## src/core/dcrc_consts.svh

```systemverilog
// constants of the deferred decimal carry control
//
// Function
// - each of the twelve counter positions owns a carry flag that is set when it steps 9 to 0.
// - flags may be set during adding, but nothing is propagated before adding ends at point 10.
// - one shared carry enable is off during adding and on only from point 10.5 to point 14.
// - while enable is on, each of positions 1 to 11 with its flag set sends exactly one advance pulse upward.
// - a position at 9 that takes a carry wraps to 0, sets its flag and passes a carry on two clocks after the carry arrived.
// - the twelfth position never carries into the first, yet its flag is kept for read-out.
// - carry enable is the AND of early phase trigger off and late phase trigger on.
// - at point 14 all twelve flags are cleared together for the next adding cycle.
// - the clear is one short pulse made by the fall of the late phase trigger, sent to all flags.
// - a carry enters the receiving position on its ordinary count input and adds one.
// - flags 1 to 6 are shown on one status output and flags 7 to 12 on another.
// - a primary timer sequences the cycle, its last stage turning off at point 0.
`ifndef DCRC_CONSTS_SVH
`define DCRC_CONSTS_SVH

// ----------------------------------------
// geometry
// ----------------------------------------
`define DCRC_POSITIONS 12
`define DCRC_GROUP 6

// ----------------------------------------
// timing, in half timing points
// ----------------------------------------
`define DCRC_STEP_CLKS 16
`define DCRC_CYCLE_STEPS 32
`define DCRC_EARLY_ON_STEP 5'h01
`define DCRC_EARLY_OFF_STEP 5'h15
`define DCRC_LATE_ON_STEP 5'h14
`define DCRC_LATE_OFF_STEP 5'h1c
`define DCRC_LAST_OFF_STEP 5'h00
`define DCRC_LAST_ON_STEP 5'h10

// ----------------------------------------
// reset values
// ----------------------------------------
`define DCRC_STEP_RST 5'h00
`define DCRC_SUB_RST 4'h0

`endif

```

## src/core/dcrc_pkg.sv

```systemverilog
// types of the deferred decimal carry control
package dcrc_pkg;

    typedef enum logic [1:0] {
        DCRC_PH_ADD = 2'b00,
        DCRC_PH_WINDOW = 2'b01,
        DCRC_PH_TAIL = 2'b10
    } dcrc_phase_t;

    typedef struct packed {
        logic early_phase_trigger;
        logic late_phase_trigger;
        logic carry_window_gate;
        logic carry_clear_driver;
        logic cycle_start;
    } dcrc_timing_t;

endpackage

```

## src/core/dcrc_carry_cell.sv

```systemverilog
// one carry flag with its carry switch
`timescale 1ns/1ps
`default_nettype none

module dcrc_carry_cell (
    input wire logic mclk_i,
    input wire logic rst_i,
    input wire logic ce_i,
    input wire logic wrap_i,
    input wire logic enable_i,
    input wire logic clear_i,
    output logic flag_o,
    output logic adv_o
);

    logic flag_reg;
    logic flag_next;
    logic sent_reg;
    logic sent_next;
    logic fire;

    // ----------------------------------------
    // flag and one-shot switch
    // ----------------------------------------
    assign fire = flag_reg & enable_i & ~sent_reg;
    assign flag_next = clear_i ? 1'b0 : (flag_reg | wrap_i);
    assign sent_next = clear_i ? 1'b0 : (sent_reg | fire);

    always_ff @(posedge mclk_i)
    begin
        if (rst_i)
        begin
            flag_reg <= 1'b0;
            sent_reg <= 1'b0;
        end
        else if (ce_i)
        begin
            flag_reg <= flag_next;
            sent_reg <= sent_next;
        end
    end

    assign flag_o = flag_reg;
    assign adv_o = fire & ce_i;

    // ----------------------------------------
    // checks
    // ----------------------------------------
    property p_wrap_sets;
        @(posedge mclk_i) disable iff (rst_i)
        (ce_i && wrap_i && !clear_i) |=> flag_o;
    endproperty
    a_wrap_sets: assert property (p_wrap_sets) else $error("wrap did not set flag");

    property p_clear_wins;
        @(posedge mclk_i) disable iff (rst_i)
        (ce_i && clear_i) |=> !flag_o && !adv_o;
    endproperty
    a_clear_wins: assert property (p_clear_wins) else $error("clear lost to set");

    // checker memory of an advance already given in this window
    logic adv_chk_reg;

    always_ff @(posedge mclk_i)
    begin
        if (rst_i || (ce_i && clear_i))
            adv_chk_reg <= 1'b0;
        else if (adv_o)
            adv_chk_reg <= 1'b1;
    end

    property p_one_adv;
        @(posedge mclk_i) disable iff (rst_i)
        adv_chk_reg |-> !adv_o;
    endproperty
    a_one_adv: assert property (p_one_adv) else $error("second advance in window");

    property p_adv_needs_flag;
        @(posedge mclk_i) disable iff (rst_i)
        adv_o |-> flag_o && enable_i;
    endproperty
    a_adv_needs_flag: assert property (p_adv_needs_flag) else $error("advance without flag");

endmodule

`default_nettype wire

```

## src/core/dcrc_carry_ctrl.sv

```systemverilog
// carry control, primary timer and twelve carry positions
`include "dcrc_consts.svh"
`timescale 1ns/1ps
`default_nettype none

module dcrc_carry_ctrl (
    input wire logic mclk_i,
    input wire logic rst_i,
    input wire logic ce_i,
    input wire logic [11:0] wrap_i,
    output logic [11:0] carry_adv_o,
    output logic [5:0] low_flag_status_o,
    output logic [5:0] high_flag_status_o,
    output dcrc_pkg::dcrc_timing_t timing_o,
    output dcrc_pkg::dcrc_phase_t phase_o,
    output logic [4:0] step_o
);

    // ----------------------------------------
    // primary timer
    // ----------------------------------------
    logic [3:0] sub_reg;
    logic [3:0] sub_next;
    logic [4:0] step_reg;
    logic [4:0] step_next;
    logic step_wrap;
    logic step_tick;

    assign step_wrap = (sub_reg == 4'(`DCRC_STEP_CLKS - 1));
    assign sub_next = step_wrap ? `DCRC_SUB_RST : (sub_reg + 4'h1);
    assign step_tick = step_wrap;
    assign step_next = step_tick ? (step_reg + 5'h01) : step_reg;

    always_ff @(posedge mclk_i)
    begin
        if (rst_i)
        begin
            sub_reg <= `DCRC_SUB_RST;
            step_reg <= `DCRC_STEP_RST;
        end
        else if (ce_i)
        begin
            sub_reg <= sub_next;
            step_reg <= step_next;
        end
    end

    // ----------------------------------------
    // phase triggers
    // ----------------------------------------
    logic early_reg;
    logic early_next;
    logic late_reg;
    logic late_next;
    logic late_d_reg;
    logic last_stage_reg;
    logic last_stage_next;
    logic start_reg;
    logic start_next;
    logic entering;

    assign entering = step_tick;
    assign early_next = (entering && step_next == `DCRC_EARLY_ON_STEP) ? 1'b1 :
                        (entering && step_next == `DCRC_EARLY_OFF_STEP) ? 1'b0 : early_reg;
    assign late_next = (entering && step_next == `DCRC_LATE_ON_STEP) ? 1'b1 :
                       (entering && step_next == `DCRC_LATE_OFF_STEP) ? 1'b0 : late_reg;
    // last stage is on for the back half of the cycle and drops at point 0
    assign last_stage_next = (entering && step_next == `DCRC_LAST_OFF_STEP) ? 1'b0 :
                             (entering && step_next == `DCRC_LAST_ON_STEP) ? 1'b1 :
                             last_stage_reg;
    assign start_next = last_stage_reg & ~last_stage_next;

    always_ff @(posedge mclk_i)
    begin
        if (rst_i)
        begin
            early_reg <= 1'b0;
            late_reg <= 1'b0;
            late_d_reg <= 1'b0;
            last_stage_reg <= 1'b0;
            start_reg <= 1'b0;
        end
        else if (ce_i)
        begin
            early_reg <= early_next;
            late_reg <= late_next;
            late_d_reg <= late_reg;
            last_stage_reg <= last_stage_next;
            start_reg <= start_next;
        end
    end

    // ----------------------------------------
    // carry window and clear
    // ----------------------------------------
    logic carry_window_gate;
    logic carry_enable_driver;
    logic carry_clear_driver;

    assign carry_window_gate = ~early_reg & late_reg;
    assign carry_enable_driver = carry_window_gate;
    assign carry_clear_driver = late_d_reg & ~late_reg;

    // ----------------------------------------
    // carry positions
    // ----------------------------------------
    logic [11:0] flag_w;
    logic [11:0] adv_w;

    genvar gi;
    generate
        for (gi = 0; gi < `DCRC_POSITIONS; gi = gi + 1)
        begin : g_pos
            dcrc_carry_cell u_cell (
                .mclk_i(mclk_i),
                .rst_i(rst_i),
                .ce_i(ce_i),
                .wrap_i(wrap_i[gi]),
                .enable_i(carry_enable_driver),
                .clear_i(carry_clear_driver),
                .flag_o(flag_w[gi]),
                .adv_o(adv_w[gi])
            );
        end
    endgenerate

    // ----------------------------------------
    // outputs
    // ----------------------------------------
    // carry of position i drives count input of position i+1, top one goes nowhere
    assign carry_adv_o = {adv_w[10:0], 1'b0};
    assign low_flag_status_o = flag_w[5:0];
    assign high_flag_status_o = flag_w[11:6];
    assign timing_o = {early_reg, late_reg, carry_window_gate, carry_clear_driver, start_reg};
    assign step_o = step_reg;
    assign phase_o = carry_enable_driver ? dcrc_pkg::DCRC_PH_WINDOW :
                     (step_reg < `DCRC_LATE_ON_STEP) ? dcrc_pkg::DCRC_PH_ADD :
                     dcrc_pkg::DCRC_PH_TAIL;

    // ----------------------------------------
    // checks
    // ----------------------------------------
    property p_enable_window;
        @(posedge mclk_i) disable iff (rst_i)
        carry_enable_driver |-> (step_reg >= `DCRC_EARLY_OFF_STEP) &&
                                (step_reg < `DCRC_LATE_OFF_STEP);
    endproperty
    a_enable_window: assert property (p_enable_window) else $error("enable outside window");

    property p_enable_on_at_window;
        @(posedge mclk_i) disable iff (rst_i)
        (step_reg == `DCRC_EARLY_OFF_STEP) && (sub_reg == 4'h0) |-> carry_enable_driver;
    endproperty
    a_enable_on_at_window: assert property (p_enable_on_at_window) else $error("enable missing");

    property p_enable_and;
        @(posedge mclk_i) disable iff (rst_i)
        (timing_o.early_phase_trigger ==
            ((step_reg >= `DCRC_EARLY_ON_STEP) && (step_reg < `DCRC_EARLY_OFF_STEP))) &&
        (timing_o.late_phase_trigger ==
            ((step_reg >= `DCRC_LATE_ON_STEP) && (step_reg < `DCRC_LATE_OFF_STEP))) &&
        (carry_enable_driver == (timing_o.late_phase_trigger && !timing_o.early_phase_trigger));
    endproperty
    a_enable_and: assert property (p_enable_and) else $error("enable not AND of phases");

    property p_no_carry_in_add;
        @(posedge mclk_i) disable iff (rst_i)
        (step_reg < `DCRC_EARLY_OFF_STEP) |-> (carry_adv_o == 12'h000);
    endproperty
    a_no_carry_in_add: assert property (p_no_carry_in_add) else $error("carry during adding");

    property p_clear_at_14;
        @(posedge mclk_i) disable iff (rst_i)
        carry_clear_driver |-> (step_reg == `DCRC_LATE_OFF_STEP) && (sub_reg == 4'h0);
    endproperty
    a_clear_at_14: assert property (p_clear_at_14) else $error("clear off point 14");

    property p_clear_once;
        @(posedge mclk_i) disable iff (rst_i)
        (carry_clear_driver && ce_i) |=> !carry_clear_driver;
    endproperty
    a_clear_once: assert property (p_clear_once) else $error("clear wider than a pulse");

    property p_clear_empties;
        @(posedge mclk_i) disable iff (rst_i)
        (carry_clear_driver && ce_i) |=>
            (low_flag_status_o == 6'h00) && (high_flag_status_o == 6'h00);
    endproperty
    a_clear_empties: assert property (p_clear_empties) else $error("flags not cleared");

    property p_no_wrap_around;
        @(posedge mclk_i) disable iff (rst_i)
        carry_adv_o[0] == 1'b0;
    endproperty
    a_no_wrap_around: assert property (p_no_wrap_around) else $error("carry into first");

    property p_ripple;
        @(posedge mclk_i) disable iff (rst_i)
        (ce_i && adv_w[3] && carry_enable_driver) |-> carry_adv_o[4];
    endproperty
    a_ripple: assert property (p_ripple) else $error("carry not routed up");

    property p_start_at_0;
        @(posedge mclk_i) disable iff (rst_i)
        timing_o.cycle_start |-> (step_reg == `DCRC_LAST_OFF_STEP) && (sub_reg == 4'h0);
    endproperty
    a_start_at_0: assert property (p_start_at_0) else $error("cycle start misplaced");

endmodule

`default_nettype wire

```

## config.mk

```make
export PLATFORM = sky130hd
export DESIGN_NAME = dcrc_carry_ctrl
export DESIGN_NICKNAME = d
export VERILOG_FILES = /design/src/core/dcrc_pkg.sv /design/src/core/dcrc_carry_cell.sv /design/src/core/dcrc_carry_ctrl.sv
export VERILOG_INCLUDE_DIRS = /design/src /design/src/core
export SDC_FILE = /design/constraint.sdc
export NUM_CORES = 1
export LEC_CHECK = 0
export BUFFER_PORTS_ARGS = -buffer_cell sky130_fd_sc_hd__buf_2
export CAP_MARGIN = 20
export CORE_MARGIN = 4
export CORE_UTILIZATION = 30
export DETAILED_ROUTE_END_ITERATION = 6
export PLACE_DENSITY = 0.6
export SLEW_MARGIN = 0
export SYNTH_ARGS = -nofsm -noshare
export SYNTH_HDL_FRONTEND = slang
export SYNTH_SLANG_ARGS = --single-unit
```

## constraint.sdc

```tcl
create_clock -name mclk_i -period 2.3 [get_ports mclk_i]
set_clock_uncertainty 0.05 [all_clocks]
set_input_delay 0.115 -clock mclk_i [delete_from_list [all_inputs] [get_ports mclk_i]]
set_output_delay 0.115 -clock mclk_i [all_outputs]
set_load 0.1 [all_outputs]
```

==> run metrics, run 1 <==
status completed; delay-heaviest family, CP simple AND/OR/NAND/NOR gates; Combinational Power Share between 10% and 20%; #FFs+latches synth 37; vias in the first global route around 1.4k; leak pwr roughly 0.95 nW; Hold Path Stages 3; Initial Util between 30% and 40%; share of cells above drive strength 1 28.7%; worst r2r path cells 5; Total Wirelength about 3900 µm; DRT iter0 DRCs 63; fin crit period approximately 2 ns; # H-tree levels 2; Syn Std Cell Area approximately 0.0018 mm²; Data arrival, critical path between 1.5 and 2 ns; CORE AREA 0.00568 mm²; P_int approximately 950 µW; Crit Path Category flip-flop to output pin; Avg Inst Size Synth roughly 8.0 µm²; Largest register FFs 12; drc violations 0; drt via density 4.57; syn_nets about 240; worst skew pair latency between 0.2 and 0.3 ns; hold_sp wrap_i[9]; Final Cell Area between 0.002 and 0.0025 mm²; final worst-path cycle share 87.6%; maximum clock rate around 500 MHz; dpl cell area 0.00206 mm²; # Max-Cap Violations 0; Slowest-stage cell, CP dfxtp_1; CP bufs+invs 2; cts bufs inserted 5; GR Overflow Total 0; Hold Vio Cnt, Final 0; largest net degree at the start of global routing 24; CTS Root Cell clkbuf_8; worst vdd ir about 200 µV; max-slew violation count 0; top cell type's share of synthesized area between 40% and 50%; Final HPWL DP between 2000 and 3000 µm; die area ~0.0073 mm²; top fanout value on the critical path 22; Detail Route Antenna Nets 0; post-DR wirelength/cell about 12 µm; ANT cells 0; Syn Inst Count approximately 220; GPL Wtd Cong approximately 0.77; CTS tree yes; Startpoint Class flip-flop; IO Pins 51; GRT Total Usage between 10% and 20%; top cells by area, synth dfxtp_1 41%, buf_4 12%, nor2_1 8.7%, a21oi_1 8.0%, nand2_1 4.0%; Seq/Total Area, Yosys between 40% and 50%; Clock power frac approximately 35%; initial antenna violation count 0; Clock Sinks 37; Final nets 267; Psw between 400 and 500 µW; Die X ~86 µm; Vias ~1.5k; hold crit path type input port to flip-flop; die height between 80 and 90 µm; Synth-to-Final Area Change 24.5%; leading cell types in the layout, fill and taps excluded 41 x nor2_1, 38 x buf_2, 35 x dfxtp_1; Worst Hold Endpoint g_pos[9].u_cell.flag_o; pwr dens between 600 and 700 mW/mm²; num rows 27; cells along the critical path nor2b_2 -> and2_0 -> buf_4 -> nand2_1 -> nor2_1 -> buf_12; RSZ-0062 raised after global routing false; post-synth cell types 33; total negative setup slack 0 ns; Seq pwr share about half; Worst R2R End late_reg; commonest non-fill, non-tap cell in the layout nor2_1; max incr delay on CP between 0.3 and 0.4 ns; switching share of power between 20% and 30%; FF-to-FF Start sub_reg[0]; Crit. End Element output pin; final setup fails 0; drt first pass iters 4; post-layout util around two fifths; post-synth top area cell dfxtp_1; clk slew on worst S/H paths 0.08 ns; R2R setup slack roughly 0.45 ns; first-pass GRT wire length between 6000 and 7000 µm; CTS max path bufs 2; synthesis warning total 0; Worst Path Required about 2.1 ns; PortBufs 49
routing by layer:
| metal | vias up | share of wire, % | GRT usage (%) |
|---|---|---|---|
| met5 | - | 0 | 0 |
| met4 | 0 | 1.2 | 3.74 |
| met3 | 6 | 8.4 | 4.42 |
| met2 | 46 | 42 | 17.1 |
| met1 | 653 | 48 | 14.8 |
| li1 | 772 | - | - |
synthesized netlist by cell type (all sizes together):
cell type	instances
nor3	5
o21ai	7
dfxtp	37
conb	1
nand3b	3
inv	3
nand4b	1
nor2	42
clkbuf	2
o2111a	1
xor2	1
or3	4
o31ai	1
and3	1
buf	39
nand4	3
ha	2
nor2b	2
nand3	4
a41oi	1
nor3b	2
or2	1
nand2	19
a31o	1
a21oi	29
a211oi	1
and2	1
and4	2
xnor2	5
mux2i	3
worst max path at each step:
stage,slack [ns],depth (start not counted),endpoint,startpoint
detailed placement,0.46,6,carry_adv_o[1],late_reg
global placement,0.49,6,carry_adv_o[2],late_reg
floorplan,0.10,3,phase_o[1],step_o[2]
finish,0.29,6,carry_adv_o[9],late_reg
CTS,0.12,6,carry_adv_o[8],late_reg
global route,0.11,6,carry_adv_o[9],late_reg
power groups by stage:
stage | sequential, mW | combinational (mW) | clock (mW)
after floorplan | 0.687 | 0.171 | 0
after global placement | 0.690 | 0.183 | 0
after detailed placement | 0.691 | 0.184 | 0
after CTS | 0.676 | 0.196 | 0.504
after global routing | 0.680 | 0.206 | 0.531
final | 0.676 | 0.195 | 0.477
stage by stage:
step                      instances  total power, mW  hold slack [ns]  setup WS [ns]
after floorplan                 224            0.857            0.142          0.102
after global placement          306            0.873            0.294          0.491
after detailed placement        306            0.875            0.304          0.457
after CTS                       323             1.38          0.00105          0.121
after global routing            323             1.42           0.0313          0.105
final                           323             1.35           0.0158          0.286
cells by family after synthesis:
family / synth area share, %
other: 0.208
flip-flops: 41.1
AO/OA/AOI/OAI: 12.7
adder cells (fa/ha/maj): 1.39
XOR/XNOR: 2.91
multiplexers: 1.67
AND/OR/NAND/NOR: 24.3
buffers and inverters: 15.8
area by class of cell:
cell class / count / area, µm²
clock buffers: 6 / 82.6
clock inverters: 2 / 13.8
fillers: 584 / 3430
inverters: 3 / 11.3
multi-input cells: 143 / 788
flip-flops and latches: 37 / 743
well taps: 72 / 90.1
repair buffers: 60 / 515
repair_timing:
action | CTS | global route
gates resized for setup | 0 | 1
setup endpoints to repair | 0 | 3
hold buffers | 9 | 0
buffers inserted | 0 | 0
endpoints found under the hold margin | 9 | 0
worst register-to-register path, stage by stage, from the launching register on:
cell and delay (ns):
dfxtp_1 0.39, ha_1 0.33, nand4_2 0.22, nor3b_2 0.34, nor3b_2 0.25, mux2i_1 0.19
(Power assumes the default switching activity.)
==> run 2, diff against run 1 <==
Settings changed: MAX_ROUTING_LAYER from default to met4.
==> run 2 against run 1 <==
Compared with the run above:
- total power stayed put
- critical path depth stayed put
- die area stayed put
- sequential power hardly changed
- routed wire length stayed put
- combinational power hardly changed
- cell area stayed put
- final cell count stayed put
- non-clock buffer count stayed put
- global-route usage is 0.33 points higher
- worst hold slack stayed put
- sequential share of layout area stayed put
- critical path type unchanged
- largest power group unchanged
==> run metrics, run 2 (synthesis gave the netlist of run 1 again) <==
Detail Route Antenna Nets 0; Crit Path Category flip-flop to output pin; Final nets roughly 270; final worst-path cycle share 87.5%; Total Wirelength about 3900 µm; Data arrival, critical path 1.85 ns; die area around 0.0073 mm²; drt first pass iters 4; DRT iter0 DRCs 77; drc violations 0; final setup fails 0; Worst R2R End late_reg; Tot Pwr 1.35 mW; Worst Path Required between 2 and 2.5 ns; GPL Wtd Cong roughly 0.8; total negative setup slack 0 ns; Clock Sinks 37; pwr dens 601 mW/mm²; leak pwr ~0.95 nW; ANT cells 0; CTS Root Cell clkbuf_8; share of cells above drive strength 1 about 29%; setup repair bufs after CTS 0; crit path from late_reg; maximum clock rate 497 MHz; Layout Cells excl Fill approximately 320; # Max-Cap Violations 0; Final HPWL DP around 2700 µm; FF-to-FF Start sub_reg[0]; Crit. End Element output pin; # H-tree levels 2; initial antenna violation count 0; largest net degree at the start of global routing 24; GRT met2 Usage 17.1%; GR Overflow Total 0; global routing met3 resource utilization between 4 and 5%; GRT Total Usage 11.6%; Final Hold Slack 0.0158 ns; IO Pins 51; die height 85.5 µm; Startpoint Class flip-flop; leading cell types in the layout, fill and taps excluded 41 x nor2_1, 38 x buf_2, 35 x dfxtp_1; dpl cells a little over 300; fin crit period just over 2 ns; first-pass GRT wire length between 6000 and 7000 µm; drt via density ~4.6; Synth-to-Final Area Change 24.5%; cts bufs inserted 5; post-layout util slightly below 40%; Initial Util a little under a third; CORE AREA about 0.0057 mm²; commonest non-fill, non-tap cell in the layout nor2_1; vias in the first global route roughly 1.4k; worst r2r path cells 5; Largest register FFs 12; CTS max path bufs 2; top fanout value on the critical path 22; Die X between 80 and 90 µm; status completed; Vias about 1.5k; num rows 27; max-slew violation count 0; GRT busiest layer met2; worst vdd ir 205 µV; clk slew on worst S/H paths about 0.080 ns; Hold Vio Cnt, Final 0; Worst Setup EP carry_adv_o[9]; CTS tree yes; R2R setup slack approximately 0.45 ns; worst skew pair latency between 0.2 and 0.3 ns; post-DR wirelength/cell ~12 µm; hold crit path type input port to flip-flop; GR Util met1 ~15%; RSZ-0062 raised after global routing false; PortBufs between 40 and 50
-- run 2: layout make-up --
type	instances	area, µm²
Inverter	3	11.3
Clock buffer	6	82.6
Sequential cell	37	743
Timing Repair Buffer	60	515
Tap cell	72	90.1
Fill cell	584	3430
Multi-Input combinational cell	143	788
Clock inverter	2	13.8
-- run 2: worst min path at each step --
stage / from / to / slack, ns / cells after the start
detailed placement: wrap_i[7] / g_pos[7].u_cell.flag_o / 0.30 / 3
global placement: wrap_i[8] / g_pos[8].u_cell.flag_o / 0.29 / 3
floorplan: rst_i / sub_reg[0] / 0.14 / 1
CTS: wrap_i[9] / g_pos[9].u_cell.flag_o / 0.001 / 3
global route: wrap_i[0] / g_pos[0].u_cell.flag_o / 0.03 / 3
finish: wrap_i[9] / g_pos[9].u_cell.flag_o / 0.02 / 3
-- run 2: power breakdown --
group / switching [mW] / internal (mW) / leakage, nW
clock: 0.234 / 0.243 / 0.0512
combinational: 0.151 / 0.0440 / 0.601
sequential: 0.0179 / 0.658 / 0.302
-- run 2: timing repair --
item / in CTS / in global routing
setup endpoints to repair: 0 / 3
endpoints found under the hold margin: 9 / 0
resized for setup: 0 / 1
hold buffers: 9 / 0
-- run 2: per-stage QoR --
step | setup WS (ns) | instance area (µm²)
finish | 0.286 | 2240
detailed placement | 0.457 | 2060
floorplan | 0.102 | 1810
global placement | 0.491 | 2060
global route | 0.105 | 2240
CTS | 0.121 | 2240
-- run 2: routing by layer --
layer	part of all wire, %	wire length, µm	vias up
met2	42	1640	46
met5	0	0	-
li1	-	-	772
met1	48	1880	653
met3	8.4	325	6
met4	1.2	47	0
-- run 2: worst max-delay path, cell delays in order, from the launching register on --
cell     delay [ns]
dfxtp_1        0.39
nor2b_2        0.29
and2_0         0.16
buf_4          0.24
nand2_1        0.08
nor2_1         0.20
buf_12         0.21
==> run 3, diff against run 2 <==
Settings changed: CTS_CLUSTER_DIAMETER from default to 60, SKIP_LAST_GASP from default to 1.
Clock period 2.3 ns to 2.02 ns, I/O delays scaled along.
==> run 3 against run 2 <==
Compared with the run above:
- sequential power is 14% higher
- clock power increased by 28%
- count of clock-buffer cells in the layout fell by 1
- first-iteration DRC count shrank 55%
- setup slack worse by 0.075 ns
- worst hold slack got worse by 0.0034 ns
- register-to-register slack got worse by 0.21 ns
- critical path type unchanged
- highest routed layer unchanged
==> run metrics, run 3 (synthesis gave the netlist of run 1 again) <==
clk slew on worst S/H paths around 0.070 ns; met2 WL roughly 1600 µm; IO Pins 51; GR Overflow Total 0; Total Wirelength approximately 3700 µm; post-DR wirelength/cell between 10 and 15 µm; post-layout util about 40%; max layer used met4; final worst-path cycle share ~90%; Final HPWL DP roughly 2700 µm; worst vdd ir 390 µV; Clock power frac between 30% and 40%; die area between 0.007 and 0.008 mm²; GPL Wtd Cong 0.789; cts bufs inserted 5; share of cells above drive strength 1 slightly below 30%; Worst Path Required about 1.9 ns; vias in the first global route between 1k and 1.5k; Synth-to-Final Area Change 24.8%; CORE AREA around 0.0057 mm²; Crit Path Category flip-flop to output pin; Vias 1490; DRT iter0 DRCs 35; largest net degree at the start of global routing 24; hold crit path type input port to flip-flop; CTS Root Cell clkbuf_8; Data arrival, critical path ~1.7 ns; Routed met1 length around 1800 µm; final setup fails 0; first-pass GRT wire length around 6400 µm; Combinational Power Share 13.8%; initial antenna violation count 0; Initial Util about a third; Die X ~86 µm; leading cell types in the layout, fill and taps excluded 40 x nor2_1, 38 x buf_2, 35 x dfxtp_1; maximum clock rate ~550 MHz; drt first pass iters 4; fin crit period around 1.8 ns; Largest register FFs 12; worst skew pair latency approximately 0.28 ns; fin worst setup slack between 0.2 and 0.25 ns; Seq pwr share 48.1%; P_int 1.16 mW; Hold Vio Cnt, Final 0; Tot Pwr 1.60 mW; status completed; ANT cells 0; setup repair bufs after CTS 0; Final nets approximately 270; leak pwr about 0.96 nW; drc violations 0; pwr dens 711 mW/mm²; met3 wire len just under 300 µm; CTS tree yes; num rows 27; Crit. End Element output pin; Psw approximately 440 µW; # Max-Cap Violations 0; # H-tree levels 2; GRT Total Usage between 10% and 20%; max-slew violation count 0; RSZ-0062 raised after global routing false; top fanout value on the critical path 22; Detail Route Antenna Nets 0; Clock Sinks 37; post-place setup slack around 0.26 ns; commonest non-fill, non-tap cell in the layout nor2_1; Startpoint Class flip-flop; PortBufs a little under 50; drt via density between 4 and 5; die height 85.5 µm; CTS max path bufs 2; switching share of power between 20% and 30%
run 3: layer usage:
layer	GRT usage, %	vias up
met5	-	-
met4	4.32	0
li1	-	773
met1	14.3	658
met3	3.17	8
met2	16.3	51
run 3: through the flow:
stage	area (µm²)	cells	setup TNS, ns	hold WS [ns]
2_1_floorplan	1810	224	-0.164	0.128
3_3_place_gp	2070	308	0	0.282
3_5_place_dp	2070	308	0	0.291
4_1_cts	2240	322	0	0.00159
5_1_grt	2250	322	0	0.0243
6_report	2250	322	0	0.0124
run 3: layout make-up:
cell class	count	area, µm²
repair buffers	60	514
clock inverters	2	35.0
flip-flops and latches	37	743
well taps	72	90.1
clock buffers	5	68.8
inverters	3	11.3
multi-input cells	143	788
fillers	581	3420
run 3: critical path, stage by stage, from the launching register on:
cell	delay, ns
dfxtp_1	0.38
nor2b_1	0.17
and2_0	0.16
buf_6	0.19
nand2_1	0.07
nor2_1	0.18
buf_12	0.21
run 3: timing repair:
action	in CTS	in global routing
endpoints found under the hold margin	7	0
setup endpoints to repair	0	4
resized for setup	0	2
hold buffers	7	0
run 3: power groups by stage:
stage | registers (mW) | logic (mW) | clock network [mW]
detailed placement | 0.787 | 0.212 | 0
global route | 0.774 | 0.234 | 0.661
finish | 0.770 | 0.221 | 0.610
global placement | 0.786 | 0.211 | 0
floorplan | 0.782 | 0.195 | 0
CTS | 0.770 | 0.222 | 0.637
run 3: final timing paths:
| kind | start | end | slack, ns | cells after the start |
|---|---|---|---|---|
| min | wrap_i[3] | g_pos[3].u_cell.flag_o | 0.01 | 3 |
| min reg2reg | g_pos[7].u_cell.sent_reg | g_pos[7].u_cell.sent_reg | 0.42 | 2 |
| max | late_reg | carry_adv_o[8] | 0.21 | 6 |
| max reg2reg | sub_reg[0] | late_reg | 0.24 | 5 |
